[src/design/nvc_pkg.sv]
// Shared constants, types and helpers of the nested vectored interrupt controller
package nvc_pkg;

    // ************************************************************
    // Sizes and vector numbers
    // ************************************************************
    localparam int NUM_IRQ = 32;
    localparam int NUM_VEC = 48;
    localparam int VEC_W   = 6;
    localparam int RANK_W  = 3;
    localparam int PRIO_W  = 2;

    localparam logic [31:0]      VT_BASE       = 32'h0000_0000;
    localparam logic [VEC_W-1:0] VEC_SP        = 6'h00;
    localparam logic [VEC_W-1:0] VEC_RESET     = 6'h01;
    localparam logic [VEC_W-1:0] VEC_NMI       = 6'h02;
    localparam logic [VEC_W-1:0] VEC_HARDFAULT = 6'h03;
    localparam logic [VEC_W-1:0] VEC_SUPERVISOR_CALL_EXC    = 6'h0B;
    localparam logic [VEC_W-1:0] VEC_PENDABLE_SERVICE_EXC    = 6'h0E;
    localparam logic [VEC_W-1:0] VEC_SYSTEM_TICK_EXC   = 6'h0F;
    localparam int               VEC_IRQ0      = 16;

    // Ranks: 0 is most urgent; fixed -3,-2,-1 map to 0,1,2, user 0..3 to 3..6
    localparam logic [RANK_W-1:0] RANK_RESET = 3'h0;
    localparam logic [RANK_W-1:0] RANK_NMI   = 3'h1;
    localparam logic [RANK_W-1:0] RANK_HF    = 3'h2;
    localparam logic [RANK_W-1:0] RANK_USER0 = 3'h3;
    localparam logic [RANK_W-1:0] RANK_NONE  = 3'h7;

    // ************************************************************
    // Register map (byte addresses) and fields
    // ************************************************************
    localparam logic [6:0] OFF_SET_EN   = 7'h00;
    localparam logic [6:0] OFF_CLR_EN   = 7'h04;
    localparam logic [6:0] OFF_SET_PEND = 7'h08;
    localparam logic [6:0] OFF_CLR_PEND = 7'h0C;
    localparam logic [6:0] OFF_ACTIVE   = 7'h10;
    localparam logic [6:0] OFF_SYS_PRI  = 7'h14;
    localparam logic [6:0] OFF_PSV_CTRL = 7'h18;
    localparam logic [6:0] OFF_PRIO0    = 7'h20;
    localparam logic [6:0] OFF_EV_STAT  = 7'h40;
    localparam logic [6:0] OFF_EV_CLR   = 7'h44;
    localparam logic [6:0] OFF_EV_EN    = 7'h48;
    localparam int         PRIO_LSB     = 6;
    localparam logic [PRIO_W-1:0] PRIO_RST = 2'h0;
    localparam logic [31:0] RSV_MASK    = 32'h0B73_0000;

    // Controller events
    localparam int EV_LATE  = 0;
    localparam int EV_ACT   = 1;
    localparam int EV_BLOCK = 2;
    localparam int EV_W     = 3;

    // ************************************************************
    // Types
    // ************************************************************
    typedef enum logic [1:0] {
        ST_BOOT_SP = 2'b00,
        ST_BOOT_PC = 2'b01,
        ST_IDLE    = 2'b11,
        ST_ENTRY   = 2'b10
    } nvc_state_t;

    // Peripheral lines, line 31 first down to line 0
    typedef struct packed {
        logic       rtc_irq;
        logic       osc_trim_irq;
        logic       adc_irq;
        logic       power_wakeup_irq;
        logic       rsvd27;
        logic       dma_irq;
        logic [1:0] rsvd25_24;
        logic       usb_irq;
        logic [2:0] rsvd22_20;
        logic       two_wire_b_irq;
        logic       two_wire_a_irq;
        logic [1:0] rsvd17_16;
        logic       sync_serial_b_irq;
        logic       sync_serial_a_irq;
        logic       serial_second_irq;
        logic       serial_shared_irq;
        logic       timer_d_irq;
        logic       timer_c_irq;
        logic       timer_b_irq;
        logic       timer_a_irq;
        logic       pulse_group2_irq;
        logic       pulse_group1_irq;
        logic       port_group2_irq;
        logic       port_group1_irq;
        logic       ext_pin_irq_b;
        logic       ext_pin_irq_a;
        logic       watchdog_irq;
        logic       low_voltage_detect_irq;
    } nvc_irq_src_t;

    // User level to rank
    function automatic logic [RANK_W-1:0] nvc_urank(input logic [PRIO_W-1:0] p);
        return RANK_USER0 + RANK_W'(p);
    endfunction

endpackage

[src/design/nvc_ctrl.sv]
// Nested vectored interrupt controller top with Avalon-MM register slave
// Notes on behaviour
// - Four programmable levels, 0 most urgent
// - All programmable levels reset to 0
// - Reset, NMI, hard fault fixed above all
// - Line n reported as vector 16 plus n
// - Lines 0-11 fixed peripheral source order
// - Lines 12-19 serial sources, 16-17 reserved
// - Lines 23,26,28-31 assigned; others reserved
// - Vector table base fixed at zero
// - Word 0 gives initial stack pointer
// - Write-1 set and clear enable registers
// - Disabled line pends but never activates
// - Disabling leaves an active interrupt active
// - Write-1 set and clear pending registers
// - Clear-pending never touches active state
// - Priorities: 8-bit fields, four per line word, three in the system word
// - Preempt only when strictly more urgent
// - Late arrival switches entry without restart
//
// Added by the designer: the Avalon-MM interface to the registers and the register offsets.
`timescale 1ns/1ps
module nvc_ctrl
    import nvc_pkg::*;
(
    // Clock and reset
    input  wire logic         sys_clk_i,
    input  wire logic         sys_rst_i,
    // Avalon-MM slave
    input  wire logic [6:0]   avs_address_i,
    input  wire logic         avs_read_i,
    input  wire logic         avs_write_i,
    input  wire logic [3:0]   avs_byteenable_i,
    input  wire logic [31:0]  avs_writedata_i,
    output logic [31:0]       avs_readdata_o,
    output logic              avs_waitrequest_o,
    // Interrupt sources
    input  nvc_irq_src_t      irq_src_i,
    input  wire logic         nmi_pin_i,
    // Core side
    input  wire logic         fault_evt_i,
    input  wire logic         supervisor_call_exc_evt_i,
    input  wire logic         system_tick_exc_evt_i,
    input  wire logic         core_take_i,
    input  wire logic         entry_done_i,
    input  wire logic         exc_ret_i,
    output logic              exc_req_o,
    output logic [VEC_W-1:0]  exc_vec_o,
    output logic [31:0]       vec_addr_o,
    output logic              irq_o
);

    // ************************************************************
    // State
    // ************************************************************
    logic [31:0]             src_s1_q, src_s2_q;
    logic                    nmi_s1_q, nmi_s2_q, nmi_s3_q;
    logic [NUM_IRQ-1:0]      en_q, en_d;
    logic [NUM_VEC-1:0]      pend_q, pend_d, act_q, act_d;
    logic [NUM_IRQ-1:0][PRIO_W-1:0] prio_q, prio_d;
    logic [2:0][PRIO_W-1:0]  sys_pri_q, sys_pri_d;
    logic [EV_W-1:0]         ev_stat_q, ev_stat_d, ev_en_q, ev_en_d;
    logic                    wait_q, wait_d, irq_q, irq_d;
    logic [31:0]             rdata_q, rdata_d, vaddr_q, vaddr_d;
    nvc_state_t              state_q, state_d;
    logic                    req_q, req_d;
    logic [VEC_W-1:0]        vec_q, vec_d, entry_q, entry_d;
    logic [RANK_W-1:0]       rank_q, rank_d;

    // ************************************************************
    // Ranking
    // ************************************************************
    logic [NUM_VEC-1:0][RANK_W-1:0] rank_all;
    logic [NUM_VEC-1:0]      elig;
    logic                    cand_vld, run_vld;
    logic [VEC_W-1:0]        cand_idx, run_idx;
    logic [RANK_W-1:0]       cand_rank, run_rank;
    logic                    preempt_ok;

    // Rank of every vector
    always_comb begin
        for (int v = 0; v < NUM_VEC; v++) begin
            rank_all[v] = RANK_NONE;
            if (v >= VEC_IRQ0) begin
                rank_all[v] = nvc_urank(prio_q[v-VEC_IRQ0]);
            end
        end
        rank_all[VEC_NMI]       = RANK_NMI;
        rank_all[VEC_HARDFAULT] = RANK_HF;
        rank_all[VEC_SUPERVISOR_CALL_EXC]    = nvc_urank(sys_pri_q[0]);
        rank_all[VEC_PENDABLE_SERVICE_EXC]    = nvc_urank(sys_pri_q[1]);
        rank_all[VEC_SYSTEM_TICK_EXC]   = nvc_urank(sys_pri_q[2]);
    end

    // Only enabled, inactive pending vectors may be entered
    assign elig = pend_q & ~act_q & {en_q, 16'hFFFF};

    nvc_rank_pick #(.N(NUM_VEC)) u_cand (
        .req_i  (elig),
        .rank_i (rank_all),
        .vld_o  (cand_vld),
        .idx_o  (cand_idx),
        .rank_o (cand_rank)
    );

    nvc_rank_pick #(.N(NUM_VEC)) u_run (
        .req_i  (act_q),
        .rank_i (rank_all),
        .vld_o  (run_vld),
        .idx_o  (run_idx),
        .rank_o (run_rank)
    );

    assign preempt_ok = cand_vld && (cand_rank < run_rank);

    // ************************************************************
    // Bus decode
    // ************************************************************
    logic        acc, wr;
    logic [31:0] wmask, sw_set, sw_clr;
    logic [NUM_VEC-1:0] hw_set;
    logic [EV_W-1:0]    ev;
    logic        activate, late;

    assign acc   = (avs_read_i || avs_write_i) && !wait_q;
    assign wr    = avs_write_i && acc;
    assign wmask = avs_writedata_i & {{8{avs_byteenable_i[3]}}, {8{avs_byteenable_i[2]}},
                                      {8{avs_byteenable_i[1]}}, {8{avs_byteenable_i[0]}}};
    assign sw_set = (wr && avs_address_i == OFF_SET_PEND) ? (wmask & ~RSV_MASK) : '0;
    assign sw_clr = (wr && avs_address_i == OFF_CLR_PEND) ? wmask : '0;

    // Hardware pending sources
    always_comb begin
        hw_set                = '0;
        hw_set[47:16]         = src_s2_q & ~RSV_MASK;
        hw_set[VEC_NMI]       = nmi_s2_q && !nmi_s3_q;
        hw_set[VEC_HARDFAULT] = fault_evt_i;
        hw_set[VEC_SUPERVISOR_CALL_EXC]    = supervisor_call_exc_evt_i;
        hw_set[VEC_SYSTEM_TICK_EXC]   = system_tick_exc_evt_i;
        hw_set[VEC_PENDABLE_SERVICE_EXC]    = wr && avs_address_i == OFF_PSV_CTRL && wmask[0];
    end

    // ************************************************************
    // Entry sequencer
    // ************************************************************
    always_comb begin
        state_d  = state_q;
        req_d    = req_q;
        vec_d    = vec_q;
        rank_d   = rank_q;
        entry_d  = entry_q;
        activate = 1'b0;
        late     = 1'b0;
        case (state_q)
            ST_BOOT_SP: begin
                req_d = 1'b1;
                vec_d = VEC_SP;
                if (core_take_i) begin
                    state_d = ST_BOOT_PC;
                    vec_d   = VEC_RESET;
                    rank_d  = RANK_RESET;
                end
            end
            ST_BOOT_PC: begin
                if (core_take_i) begin
                    state_d = ST_IDLE;
                    req_d   = 1'b0;
                end
            end
            ST_IDLE: begin
                req_d  = preempt_ok;
                vec_d  = cand_idx;
                rank_d = cand_rank;
                if (core_take_i && req_q) begin
                    state_d = ST_ENTRY;
                    entry_d = vec_q;
                    vec_d   = vec_q;
                    rank_d  = rank_q;
                    req_d   = 1'b0;
                end
            end
            ST_ENTRY: begin
                if (entry_done_i) begin
                    activate = elig[entry_q];
                    state_d  = ST_IDLE;
                end else if (cand_vld && cand_rank < rank_q) begin
                    entry_d = cand_idx;
                    vec_d   = cand_idx;
                    rank_d  = cand_rank;
                    late    = 1'b1;
                end
            end
            default: begin
                state_d = ST_BOOT_SP;
            end
        endcase
        vaddr_d = VT_BASE + 32'({vec_d, 2'b00});
    end

    // ************************************************************
    // Pending, active, enable, priority and event state
    // ************************************************************
    always_comb begin
        // Set wins over a same-cycle clear-pending write; activation clears even a same-cycle set
        pend_d         = (pend_q & ~{sw_clr, 16'h0000}) | hw_set | {sw_set, 16'h0000};
        if (wr && avs_address_i == OFF_PSV_CTRL && wmask[1] && !wmask[0]) begin
            pend_d[VEC_PENDABLE_SERVICE_EXC] = hw_set[VEC_PENDABLE_SERVICE_EXC];
        end
        if (activate) begin
            pend_d[entry_q] = 1'b0;
        end
        act_d = act_q;
        if (exc_ret_i && run_vld) begin
            act_d[run_idx] = 1'b0;
        end
        if (activate) begin
            act_d[entry_q] = 1'b1;
        end
        en_d = en_q;
        if (wr && avs_address_i == OFF_SET_EN) begin
            en_d = en_q | (wmask & ~RSV_MASK);
        end
        if (wr && avs_address_i == OFF_CLR_EN) begin
            en_d = en_q & ~wmask;
        end
        prio_d    = prio_q;
        sys_pri_d = sys_pri_q;
        for (int f = 0; f < 4; f++) begin
            if (wr && avs_address_i[6:5] == OFF_PRIO0[6:5] && avs_byteenable_i[f]) begin
                prio_d[4*avs_address_i[4:2]+f] = avs_writedata_i[8*f+PRIO_LSB +: PRIO_W];
            end
            if (f < 3 && wr && avs_address_i == OFF_SYS_PRI && avs_byteenable_i[f]) begin
                sys_pri_d[f] = avs_writedata_i[8*f+PRIO_LSB +: PRIO_W];
            end
        end
        ev               = '0;
        ev[EV_LATE]      = late;
        ev[EV_ACT]       = activate;
        ev[EV_BLOCK]     = |(src_s2_q & ~en_q & ~RSV_MASK);
        ev_stat_d        = ev_stat_q;
        if (wr && avs_address_i == OFF_EV_CLR) begin
            ev_stat_d = ev_stat_q & ~wmask[EV_W-1:0];
        end
        ev_stat_d = ev_stat_d | ev;
        ev_en_d   = (wr && avs_address_i == OFF_EV_EN) ? wmask[EV_W-1:0] : ev_en_q;
        irq_d     = |(ev_stat_d & ev_en_d);
    end

    // ************************************************************
    // Read data and wait
    // ************************************************************
    always_comb begin
        wait_d  = !((avs_read_i || avs_write_i) && wait_q);
        rdata_d = '0;
        case (avs_address_i)
            OFF_SET_EN, OFF_CLR_EN:     rdata_d = en_q;
            OFF_SET_PEND, OFF_CLR_PEND: rdata_d = pend_q[47:16];
            OFF_ACTIVE:                 rdata_d = act_q[47:16];
            OFF_PSV_CTRL: rdata_d = {15'h0000, run_vld, 2'h0, run_idx, 7'h00, pend_q[VEC_PENDABLE_SERVICE_EXC]};
            OFF_EV_STAT:  rdata_d = 32'(ev_stat_q);
            OFF_EV_EN:    rdata_d = 32'(ev_en_q);
            default: begin
                for (int f = 0; f < 4; f++) begin
                    if (avs_address_i[6:5] == OFF_PRIO0[6:5] && avs_address_i[1:0] == 2'h0) begin
                        rdata_d[8*f+PRIO_LSB +: PRIO_W] = prio_q[4*avs_address_i[4:2]+f];
                    end
                    if (f < 3 && avs_address_i == OFF_SYS_PRI) begin
                        rdata_d[8*f+PRIO_LSB +: PRIO_W] = sys_pri_q[f];
                    end
                end
            end
        endcase
        if (!avs_read_i) begin
            rdata_d = rdata_q;
        end
    end

    // ************************************************************
    // Registers
    // ************************************************************
    always_ff @(posedge sys_clk_i) begin
        if (sys_rst_i) begin
            src_s1_q  <= '0;
            src_s2_q  <= '0;
            nmi_s1_q  <= 1'b0;
            nmi_s2_q  <= 1'b0;
            nmi_s3_q  <= 1'b0;
            en_q      <= '0;
            pend_q    <= '0;
            act_q     <= '0;
            prio_q    <= {NUM_IRQ{PRIO_RST}};
            sys_pri_q <= {3{PRIO_RST}};
            ev_stat_q <= '0;
            ev_en_q   <= '0;
            wait_q    <= 1'b1;
            irq_q     <= 1'b0;
            rdata_q   <= '0;
            vaddr_q   <= VT_BASE;
            state_q   <= ST_BOOT_SP;
            req_q     <= 1'b0;
            vec_q     <= VEC_SP;
            entry_q   <= VEC_SP;
            rank_q    <= RANK_RESET;
        end else begin
            src_s1_q  <= irq_src_i;
            src_s2_q  <= src_s1_q;
            nmi_s1_q  <= nmi_pin_i;
            nmi_s2_q  <= nmi_s1_q;
            nmi_s3_q  <= nmi_s2_q;
            en_q      <= en_d;
            pend_q    <= pend_d;
            act_q     <= act_d;
            prio_q    <= prio_d;
            sys_pri_q <= sys_pri_d;
            ev_stat_q <= ev_stat_d;
            ev_en_q   <= ev_en_d;
            wait_q    <= wait_d;
            irq_q     <= irq_d;
            rdata_q   <= rdata_d;
            vaddr_q   <= vaddr_d;
            state_q   <= state_d;
            req_q     <= req_d;
            vec_q     <= vec_d;
            entry_q   <= entry_d;
            rank_q    <= rank_d;
        end
    end

    assign avs_readdata_o    = rdata_q;
    assign avs_waitrequest_o = wait_q;
    assign exc_req_o         = req_q;
    assign exc_vec_o         = vec_q;
    assign vec_addr_o        = vaddr_q;
    assign irq_o             = irq_q;
endmodule

[src/design/nvc_rank_pick.sv]
// Picks the most urgent requesting vector; lower vector wins a tie
`timescale 1ns/1ps
module nvc_rank_pick
    import nvc_pkg::*;
#(
    parameter int N = NUM_VEC
) (
    // Candidates
    input  wire logic [N-1:0]             req_i,
    input  wire logic [N-1:0][RANK_W-1:0] rank_i,
    // Winner
    output logic                          vld_o,
    output logic [VEC_W-1:0]              idx_o,
    output logic [RANK_W-1:0]             rank_o
);

    // Strict compare keeps the lowest index among equal ranks
    always_comb begin
        vld_o  = 1'b0;
        idx_o  = '0;
        rank_o = RANK_NONE;
        for (int i = 0; i < N; i++) begin
            if (req_i[i] && (rank_i[i] < rank_o)) begin
                vld_o  = 1'b1;
                idx_o  = VEC_W'(i);
                rank_o = rank_i[i];
            end
        end
    end

endmodule

[config.mk]
export PLATFORM = sky130hd
export DESIGN_NAME = nvc_ctrl
export DESIGN_NICKNAME = d
export VERILOG_FILES = /design/src/design/nvc_pkg.sv /design/src/design/nvc_ctrl.sv /design/src/design/nvc_rank_pick.sv
export SDC_FILE = /design/constraint.sdc
export NUM_CORES = 1
export LEC_CHECK = 0
export BUFFER_PORTS_ARGS = -buffer_cell sky130_fd_sc_hd__buf_2
export CAP_MARGIN = 5
export CORE_MARGIN = 8
export CORE_UTILIZATION = 56
export DETAILED_ROUTE_END_ITERATION = 8
export PLACE_DENSITY = 0.78
export RECOVER_POWER = 50
export SYNTH_ARGS = -nofsm -noshare
export SYNTH_HDL_FRONTEND = slang
export SYNTH_SLANG_ARGS = --single-unit
export TNS_END_PERCENT = 50
[constraint.sdc]
create_clock -name sys_clk_i -period 33.9 [get_ports sys_clk_i]
set_input_delay 6.78 -clock sys_clk_i [delete_from_list [all_inputs] [get_ports sys_clk_i]]
set_output_delay 6.78 -clock sys_clk_i [all_outputs]
set_load 0.1 [all_outputs]
**Yosys cells after proc, flatten, opt, wreduce, memory -nomap -nowiden**

Cells that the tools add are included.

- Input port bits: 86
- Output and inout port bits: 73
- Flip-flop bits (word level): 349
- Word-level logic and storage cells: 741

- $lt $le $gt $ge: 104
- Mux-type cells: 358
- Add/subtract/negate cells: 38
- Reductions and logical operators: 145
- Bitwise gates (word level): 22
- Equal/unequal tests: 20

Operator list:

| kind | number |
|---|---|
| two-way mux 3 bit | 106 |
| bitwise mux 64 bit | 4 |
| two-way mux 64 bit | 4 |
| bitwise AND 48 bit | 5 |
| two-way mux 6 bit | 38 |
| less-than comparator 3 bit | 72 |
| inverter 48 bit | 4 |
| two-way mux 5 bit | 32 |
| two-way mux 48 bit | 3 |
| OR 48 bit | 3 |
| two-way mux 32 bit | 4 |
| logical AND 1 bit | 124 |
| adder 2 x 2 -> 3 bit, first input constant | 35 |
| two-way mux 1 bit | 104 |
| bitwise AND 32 bit | 3 |
| >= comparator 32 x 1 -> 1 bit, second input constant | 3 |
| two-way mux 4 bit | 16 |
| inverter 32 bit | 2 |
| less-than comparator 3 bit, first input constant | 18 |
| one-hot mux 6 bit (4 select lines) | 2 |
| two-way mux 2 bit | 23 |
| one-hot mux 2 bit (4 select lines) | 5 |
| one-hot mux 6 bit (3 select lines) | 2 |
| one-hot mux 6 bit (6 select lines) | 1 |
| 40 further kinds | 74 |

**Depth between registers and ports, before layout**

- Word-level depth: 147
- Gate-level depth with buffers: 184
- Mapped depth without buffers: 184

**Modules after synthesis**

Synthesis repeated with hierarchy kept, for this count alone.

- Cell total of the unflattened synthesis: 4286
- Area, all modules: 30286.5 µm²

By module, submodules not included:

| module | sequential area each (µm²) | cells an instance | instances | area an instance (µm²) |
|---|---|---|---|---|
| nvc_ctrl | 6145.9 | 1828 | 1 | 15487.4 |
| nvc_rank_pick | 0.0 | 1229 | 2 | 7399.6 |

**Least setup slack after synthesis**

No wires, ideal clock.

- Kind: register to register
- From: register sys_pri_q[0] (netlist bit)
- To: register act_q[22]
- Path slack: -3060 ps
- Cell stages (with the launch flop): 174
- Arrival: 36817 ps
- Clock period less this slack: 36960 ps
- Path buffers: 0
- Required time: 33757 ps
- Setup time: 143 ps
- Cells stage by stage: dfxtp_1 > inv_1 > ha_1 > a31o_2 > ha_1 > a21oi_1 > o21ai_0 > mux2_2 > ha_1 > a21boi_0 > o21ai_0 > nand2_1 > mux2_2 > ha_1 > o21a_1 > o21ai_0 > nand2_1 > mux2_2 > [... 138 more ...] > ha_1 > a21boi_0 > and2_0 > mux2_2 > ha_1 > o21ai_0 > a21oi_1 > mux2_2 > ha_1 > nor2b_1 > nand3b_1 > o21ai_0 > nand2b_1 > nand4b_1 > nor2_1 > a21boi_1 > nor3b_1 > a311oi_1

- Longest elaborated chain between the ends: 121
- Elaborated cells between the ends (all ways): 196
- Those cells by class: add/sub (1); order compare (39); mux (114); bitwise (3); reduce/logical (39)

RTL lines:

| what | RTL line | source |
|---|---|---|
| start, declared | nvc_ctrl.sv:61 | `logic [2:0][PRIO_W-1:0] sys_pri_q, sys_pri_d;` |
| start signal, assigned | nvc_ctrl.sv:292 | `sys_pri_q <= {3{PRIO_RST}};` |
| start signal, assigned | nvc_ctrl.sv:314 | `sys_pri_q <= sys_pri_d;` |
| adder 2 x 2 -> 3 bit (*) | nvc_pkg.sv:98 | `return RANK_USER0 + RANK_W'(p);` |
| less-than comparator 3 bit | nvc_rank_pick.sv:23 | `if (req_i[i] && (rank_i[i] < rank_o)) begin` |
| logical AND 1 bit | nvc_rank_pick.sv:23 |  |
| two-way mux 3 bit | nvc_rank_pick.sv:23 |  |
| less-than comparator 3 bit | nvc_rank_pick.sv:23 |  |
| logical AND 1 bit | nvc_rank_pick.sv:23 |  |
| two-way mux 3 bit | nvc_rank_pick.sv:23 |  |
| less-than comparator 3 bit | nvc_rank_pick.sv:23 |  |
| [... 105 more ...] | -- |  |
| logical AND 1 bit (implied by the code) | nvc_ctrl.sv:214 | `act_d[run_idx] = 1'b0;` |
| two-way mux 1 bit (implied by the code) | nvc_ctrl.sv:214 |  |
| demux 1 bit (select 6 bit) | nvc_ctrl.sv:214 |  |
| inverter 48 bit (no line) | -- |  |
| bitwise AND 48 bit (no line) | -- |  |
| two-way mux 48 bit (*) | nvc_ctrl.sv:213 | `if (exc_ret_i && run_vld) begin` |
| OR 48 bit (no line) | -- |  |
| two-way mux 48 bit (*) | nvc_ctrl.sv:216 | `if (activate) begin` |
| end signal, assigned | nvc_ctrl.sv:312 | `act_q <= act_d;` |
| end, declared | nvc_ctrl.sv:59 | `logic [NUM_VEC-1:0] pend_q, pend_d, act_q, act_d;` |

Mark *: on every way between the ends. The rest lies on a longest branch, timed or not.
A chain may end at the register's enable or synchronous reset.

**Worst setup path in the final report**

- From: register sys_pri_q[1] (netlist bit)
- To: register act_q[22]

The elaborated chain is that of the path after synthesis.

==> impl_metrics.xml <==
<?xml version="1.0" encoding="UTF-8"?>
<metrics>
  <group name="logic_synthesis">
    <metric name="post-synth-top-area-cell" unit="">dfxtp_1</metric>
    <metric name="synth_cell_type_count" unit="">117</metric>
    <metric name="post_synth_xor_area_fraction" unit="">0</metric>
    <metric name="synth.area.mux_share" unit="">0.08293</metric>
    <metric name="synth_simple_gate_area_frac" unit="">0.2534</metric>
    <metric name="postSynthAreaPerCell" unit="sq um">7.394</metric>
    <metric name="synthFlopType" unit="">dfxtp_1</metric>
    <metric name="ys.warnings.count" unit="">0</metric>
    <metric name="ffs_w_async_s_r_synth" unit="">0</metric>
    <metric name="syn_inst" unit="">3212</metric>
    <metric name="post-synth-top-area-fraction" unit="">0.2588</metric>
    <metric name="largest_cells_by_area_after_synthesis" unit="">dfxtp_1 26%, nand2_1 6.7%, ha_1 5.6%, nor2_1 4.9%, a21oi_1 4.7%</metric>
    <metric name="post_synth_fa_ha_maj_area_fraction" unit="">0.06306</metric>
    <metric name="synth_seq_cells" unit="">307</metric>
    <metric name="synth_most_common_cell" unit="">nand2_1</metric>
    <metric name="synth.cell_area" unit="sq um">23750</metric>
    <metric name="synth_edf_count" unit="">0</metric>
    <metric name="synth_compound_gate_area_share" unit="">0.2701</metric>
    <metric name="post_synth_most_frequent_cells" unit="">425 x nand2_1, 308 x nor2_1, 307 x dfxtp_1</metric>
    <metric name="largest_family_of_logic_cells_by_synthesized_area" unit="">compound AO/OA/AOI/OAI gates</metric>
    <metric name="ys_seq_area_frac" unit="">0.2588</metric>
  </group>
  <group name="cells_and_area">
    <metric name="nNetsFinal" unit="">3724</metric>
    <metric name="fin_area" unit="sq um">29510</metric>
    <metric name="layout.cells.non_filler" unit="">4096</metric>
    <metric name="num-fill-cells" unit="">3356</metric>
    <metric name="register_area" unit="sq um">6150</metric>
    <metric name="multi_input_comb_area" unit="sq um">17720</metric>
    <metric name="final_core_util" unit="">0.7035</metric>
    <metric name="drive_gt1_frac" unit="">0.2509</metric>
    <metric name="area_delta_synth_final" unit="%">24.26</metric>
  </group>
  <group name="worst_setup_path">
    <metric name="reg2reg_capture_point" unit="">act_q[22]$_SDFF_PP0_</metric>
    <metric name="worstPathMaxFanout" unit="">7</metric>
    <metric name="worstSetupStartpointType" unit="">flop</metric>
    <metric name="reg2reg_slack" unit="ns">-0.09</metric>
    <metric name="crit_required" unit="ns">34.32</metric>
    <metric name="path_class" unit="">flop to flop</metric>
    <metric name="crit_path_end_kind" unit="">flop</metric>
    <metric name="timing.critical_path.slowest_cell_delay" unit="ns">0.40</metric>
    <metric name="worst-endpoint-arrival" unit="ns">34.41</metric>
    <metric name="timing.critical_path.slowest_stage_cell" unit="">o41ai_4</metric>
    <metric name="worst_r2r_startpoint" unit="">sys_pri_q[1]$_SDFFE_PP0P_</metric>
    <metric name="worst-r2r-cell-count" unit="">179</metric>
    <metric name="critical_path.most_common_cell" unit="">ha_4</metric>
  </group>
  <group name="sta">
    <metric name="final.hold.worst_slack" unit="ns">0.4350</metric>
    <metric name="report.final.slew_viol_count" unit="">71</metric>
    <metric name="max_clock_freq" unit="GHz">0.02942</metric>
    <metric name="min_period_over_period" unit="">1.003</metric>
    <metric name="setup_viol" unit="">11</metric>
    <metric name="worst_slack" unit="ns">-0.08831</metric>
    <metric name="slew_headroom" unit="">-0.9662</metric>
    <metric name="finalCriticalPeriod" unit="ns">33.99</metric>
    <metric name="finalSetupTns" unit="ns">-0.4114</metric>
    <metric name="report.final.hold_viol_count" unit="">0</metric>
    <metric name="rsz0062_at_grt" unit="">true</metric>
    <metric name="fin_skew" unit="ns">0.01927</metric>
    <metric name="worst_slew_pin_slew" unit="ns">2.949</metric>
  </group>
  <group name="routing">
    <metric name="route.final.wire_length" unit="um">95640</metric>
    <metric name="detail-route-antenna-nets" unit="">0</metric>
    <metric name="1st_iter_drt_viols" unit="">3599</metric>
    <metric name="wire_per_inst" unit="um">23.35</metric>
    <metric name="drcViolationCount" unit="">0</metric>
    <metric name="route.vias.total" unit="">26980</metric>
    <metric name="viasPerCell" unit="">6.587</metric>
    <metric name="drt_first_pass_iters" unit="">8</metric>
  </group>
  <group name="worst_hold_path">
    <metric name="worst_hold_path.endpoint" unit="">src_s2_q[23]$_SDFF_PP0_</metric>
    <metric name="timing.hold.worst.class" unit="">flop to flop</metric>
    <metric name="worstHoldStart" unit="">src_s1_q[23]$_SDFF_PP0_</metric>
    <metric name="cell_depth_of_the_worst_hold_path" unit="">1</metric>
  </group>
  <group name="global_route">
    <metric name="grt_antenna_before_repair" unit="">7</metric>
    <metric name="gr-usage-met2" unit="">0.5580</metric>
    <metric name="track_usage" unit="">0.3540</metric>
    <metric name="first_global_vias" unit="">25130</metric>
    <metric name="grt_start_max_net_pins" unit="">115</metric>
    <metric name="gr-total-overflow" unit="">0</metric>
    <metric name="global_route.usage.met3" unit="">0.07883</metric>
    <metric name="gr-usage-met1" unit="">0.4514</metric>
    <metric name="busiest_layer" unit="">met2</metric>
    <metric name="grt_pass1_wl" unit="um">141300</metric>
  </group>
  <group name="clocking">
    <metric name="cts.sink_count" unit="">307</metric>
    <metric name="cts-buffers-inserted" unit="">30</metric>
    <metric name="cts.root.buffer_cell" unit="">clkbuf_16</metric>
    <metric name="clk_pin_slew" unit="ns">0.07</metric>
    <metric name="ctsHtreeMaxLevel" unit="">1</metric>
    <metric name="hold_buffers" unit="">0</metric>
    <metric name="insertion_delay_of_the_later_clocked_pin_in_the_worst_skew_pair" unit="ns">0.58</metric>
    <metric name="cts_tree" unit="">built</metric>
    <metric name="cts-root-to-sink-buffers" unit="">3</metric>
  </group>
  <group name="place">
    <metric name="postPlaceCellArea" unit="sq um">26460</metric>
    <metric name="placed_cells_incl_taps" unit="">3968</metric>
    <metric name="portBuffers" unit="">124</metric>
    <metric name="place_hpwl" unit="um">71810</metric>
    <metric name="globalplace.congestion" unit="">1.012</metric>
  </group>
  <group name="die">
    <metric name="horizontal_die_dimension" unit="um">221.9</metric>
    <metric name="initial_core_util" unit="">0.5662</metric>
    <metric name="chipHeight" unit="um">221.9</metric>
    <metric name="boundaryPins" unit="">159</metric>
    <metric name="num_rows" unit="">75</metric>
    <metric name="placeableCoreArea" unit="sq um">41950</metric>
    <metric name="die-area" unit="sq um">49260</metric>
  </group>
  <group name="power">
    <metric name="worst_ir_drop_vdd" unit="mV">0.05222</metric>
    <metric name="p_per_area" unit="nW/um^2">28.52</metric>
    <metric name="leakage" unit="nW">12.13</metric>
  </group>
  <group name="flow_run">
    <metric name="drv.max_cap_violation_count" unit="">1</metric>
  </group>
  <group name="outcome">
    <metric name="outcome" unit="">complete, but fails checks</metric>
    <metric name="violations_in_the_final_reports" unit="">capacitance limit, slew limit, setup timing</metric>
  </group>
</metrics>
==> through the flow <==
stage          setup WS (ns)  total power [mW]
2_1_floorplan       0.003798            0.4527
3_3_place_gp          -1.058            0.4731
3_5_place_dp          -2.267            0.4749
4_1_cts               -1.556            0.8357
5_1_grt               -1.005            0.8571
6_report            -0.08831            0.8415
==> what timing repair did <==
action,CTS,global route
buffers inserted,23,49
pin swaps,22,127
resized for setup,34,265
endpoints found under the setup margin,45,45
==> cells in the final DEF (no fill, tap or decap), types with 28 or more instances in the layout <==
master,Yosys,layout
and3_1,44,40
ha_4,0,47
and2_1,37,33
mux2_2,86,42
nand3_1,158,157
dfxtp_1,307,304
nor3_1,45,42
nand2_1,425,395
o21a_1,40,40
ha_1,106,55
a21oi_1,224,208
o21ai_2,4,28
nor2_1,308,298
a31oi_1,45,42
buf_4,41,305
o22ai_1,54,51
nor2b_1,98,78
mux2i_1,61,61
mux2_4,2,46
buf_2,1,123
o21ai_0,205,164
clkbuf_16,0,31
inv_1,207,202
==> kinds of logic after synthesis <==
group,count (synthesis)
AND/OR/NAND/NOR,1273
AO/OA/AOI/OAI,952
buffers and inverters,391
flip-flops,307
multiplexers,165
adder cells (fa/ha/maj),123
other,1
==> layout make-up <==
cell class,count,share of cell area
tap,539,0.02285
timing repair buffer,445,0.1048
multi-input combinational,2539,0.6004
clock inverter,19,0.008438
inverter,209,0.02667
antenna,2,0.0001696
sequential,307,0.2084
clock buffer,36,0.02828
==> worst max path at each step <==
stage	startpoint	to	slack, ns	cells after the start
2_1_floorplan	sys_pri_q[0]$_SDFFE_PP0P_	exc_req_o$_SDFFE_PP0P_	0.004	176
5_1_grt	sys_pri_q[1]$_SDFFE_PP0P_	act_q[22]$_SDFF_PP0_	-1.00	182
3_5_place_dp	sys_pri_q[0]$_SDFFE_PP0P_	act_q[22]$_SDFF_PP0_	-2.27	177
4_1_cts	sys_pri_q[0]$_SDFFE_PP0P_	act_q[30]$_SDFF_PP0_	-1.56	179
3_3_place_gp	sys_pri_q[0]$_SDFFE_PP0P_	act_q[22]$_SDFF_PP0_	-1.06	179
6_report	sys_pri_q[1]$_SDFFE_PP0P_	act_q[22]$_SDFF_PP0_	-0.09	179
==> routing by layer <==
metal	routed length (um)	vias to the layer above
li1	-	12240
met1	36800	12690
met2	41490	1689
met3	11560	363
met4	5745	8
met5	51	-
==> where the power goes <==
part           total, mW  internal, mW  switching [mW]
sequential         0.372         0.367         0.00471
clock              0.371         0.215           0.156
combinational     0.0988        0.0244          0.0744
total              0.842         0.606           0.235
==> state kept, by name, summed over array words and instances (netlist names), 6 cells and up, named ones only <==
register,flops
pend_q,48
prio_q,64
avs_readdata_o,32
src_s1_q,24
sys_pri_q,6
src_s2_q,24
act_q,48
en_q,8
exc_vec_o,6
entry_q,6
==> critical path: cells and delay by family, from the launching register on <==
family / cells / cell delay (ns)
muxes: 28 / 9.46
AOI/OAI and AO/OA: 56 / 8.26
adders and majority gates: 35 / 7.79
and+or+nand+nor: 55 / 7.38
buffers and inverters: 5 / 0.55
DFF: 1 / 0.34
(Power assumes the default switching activity.)
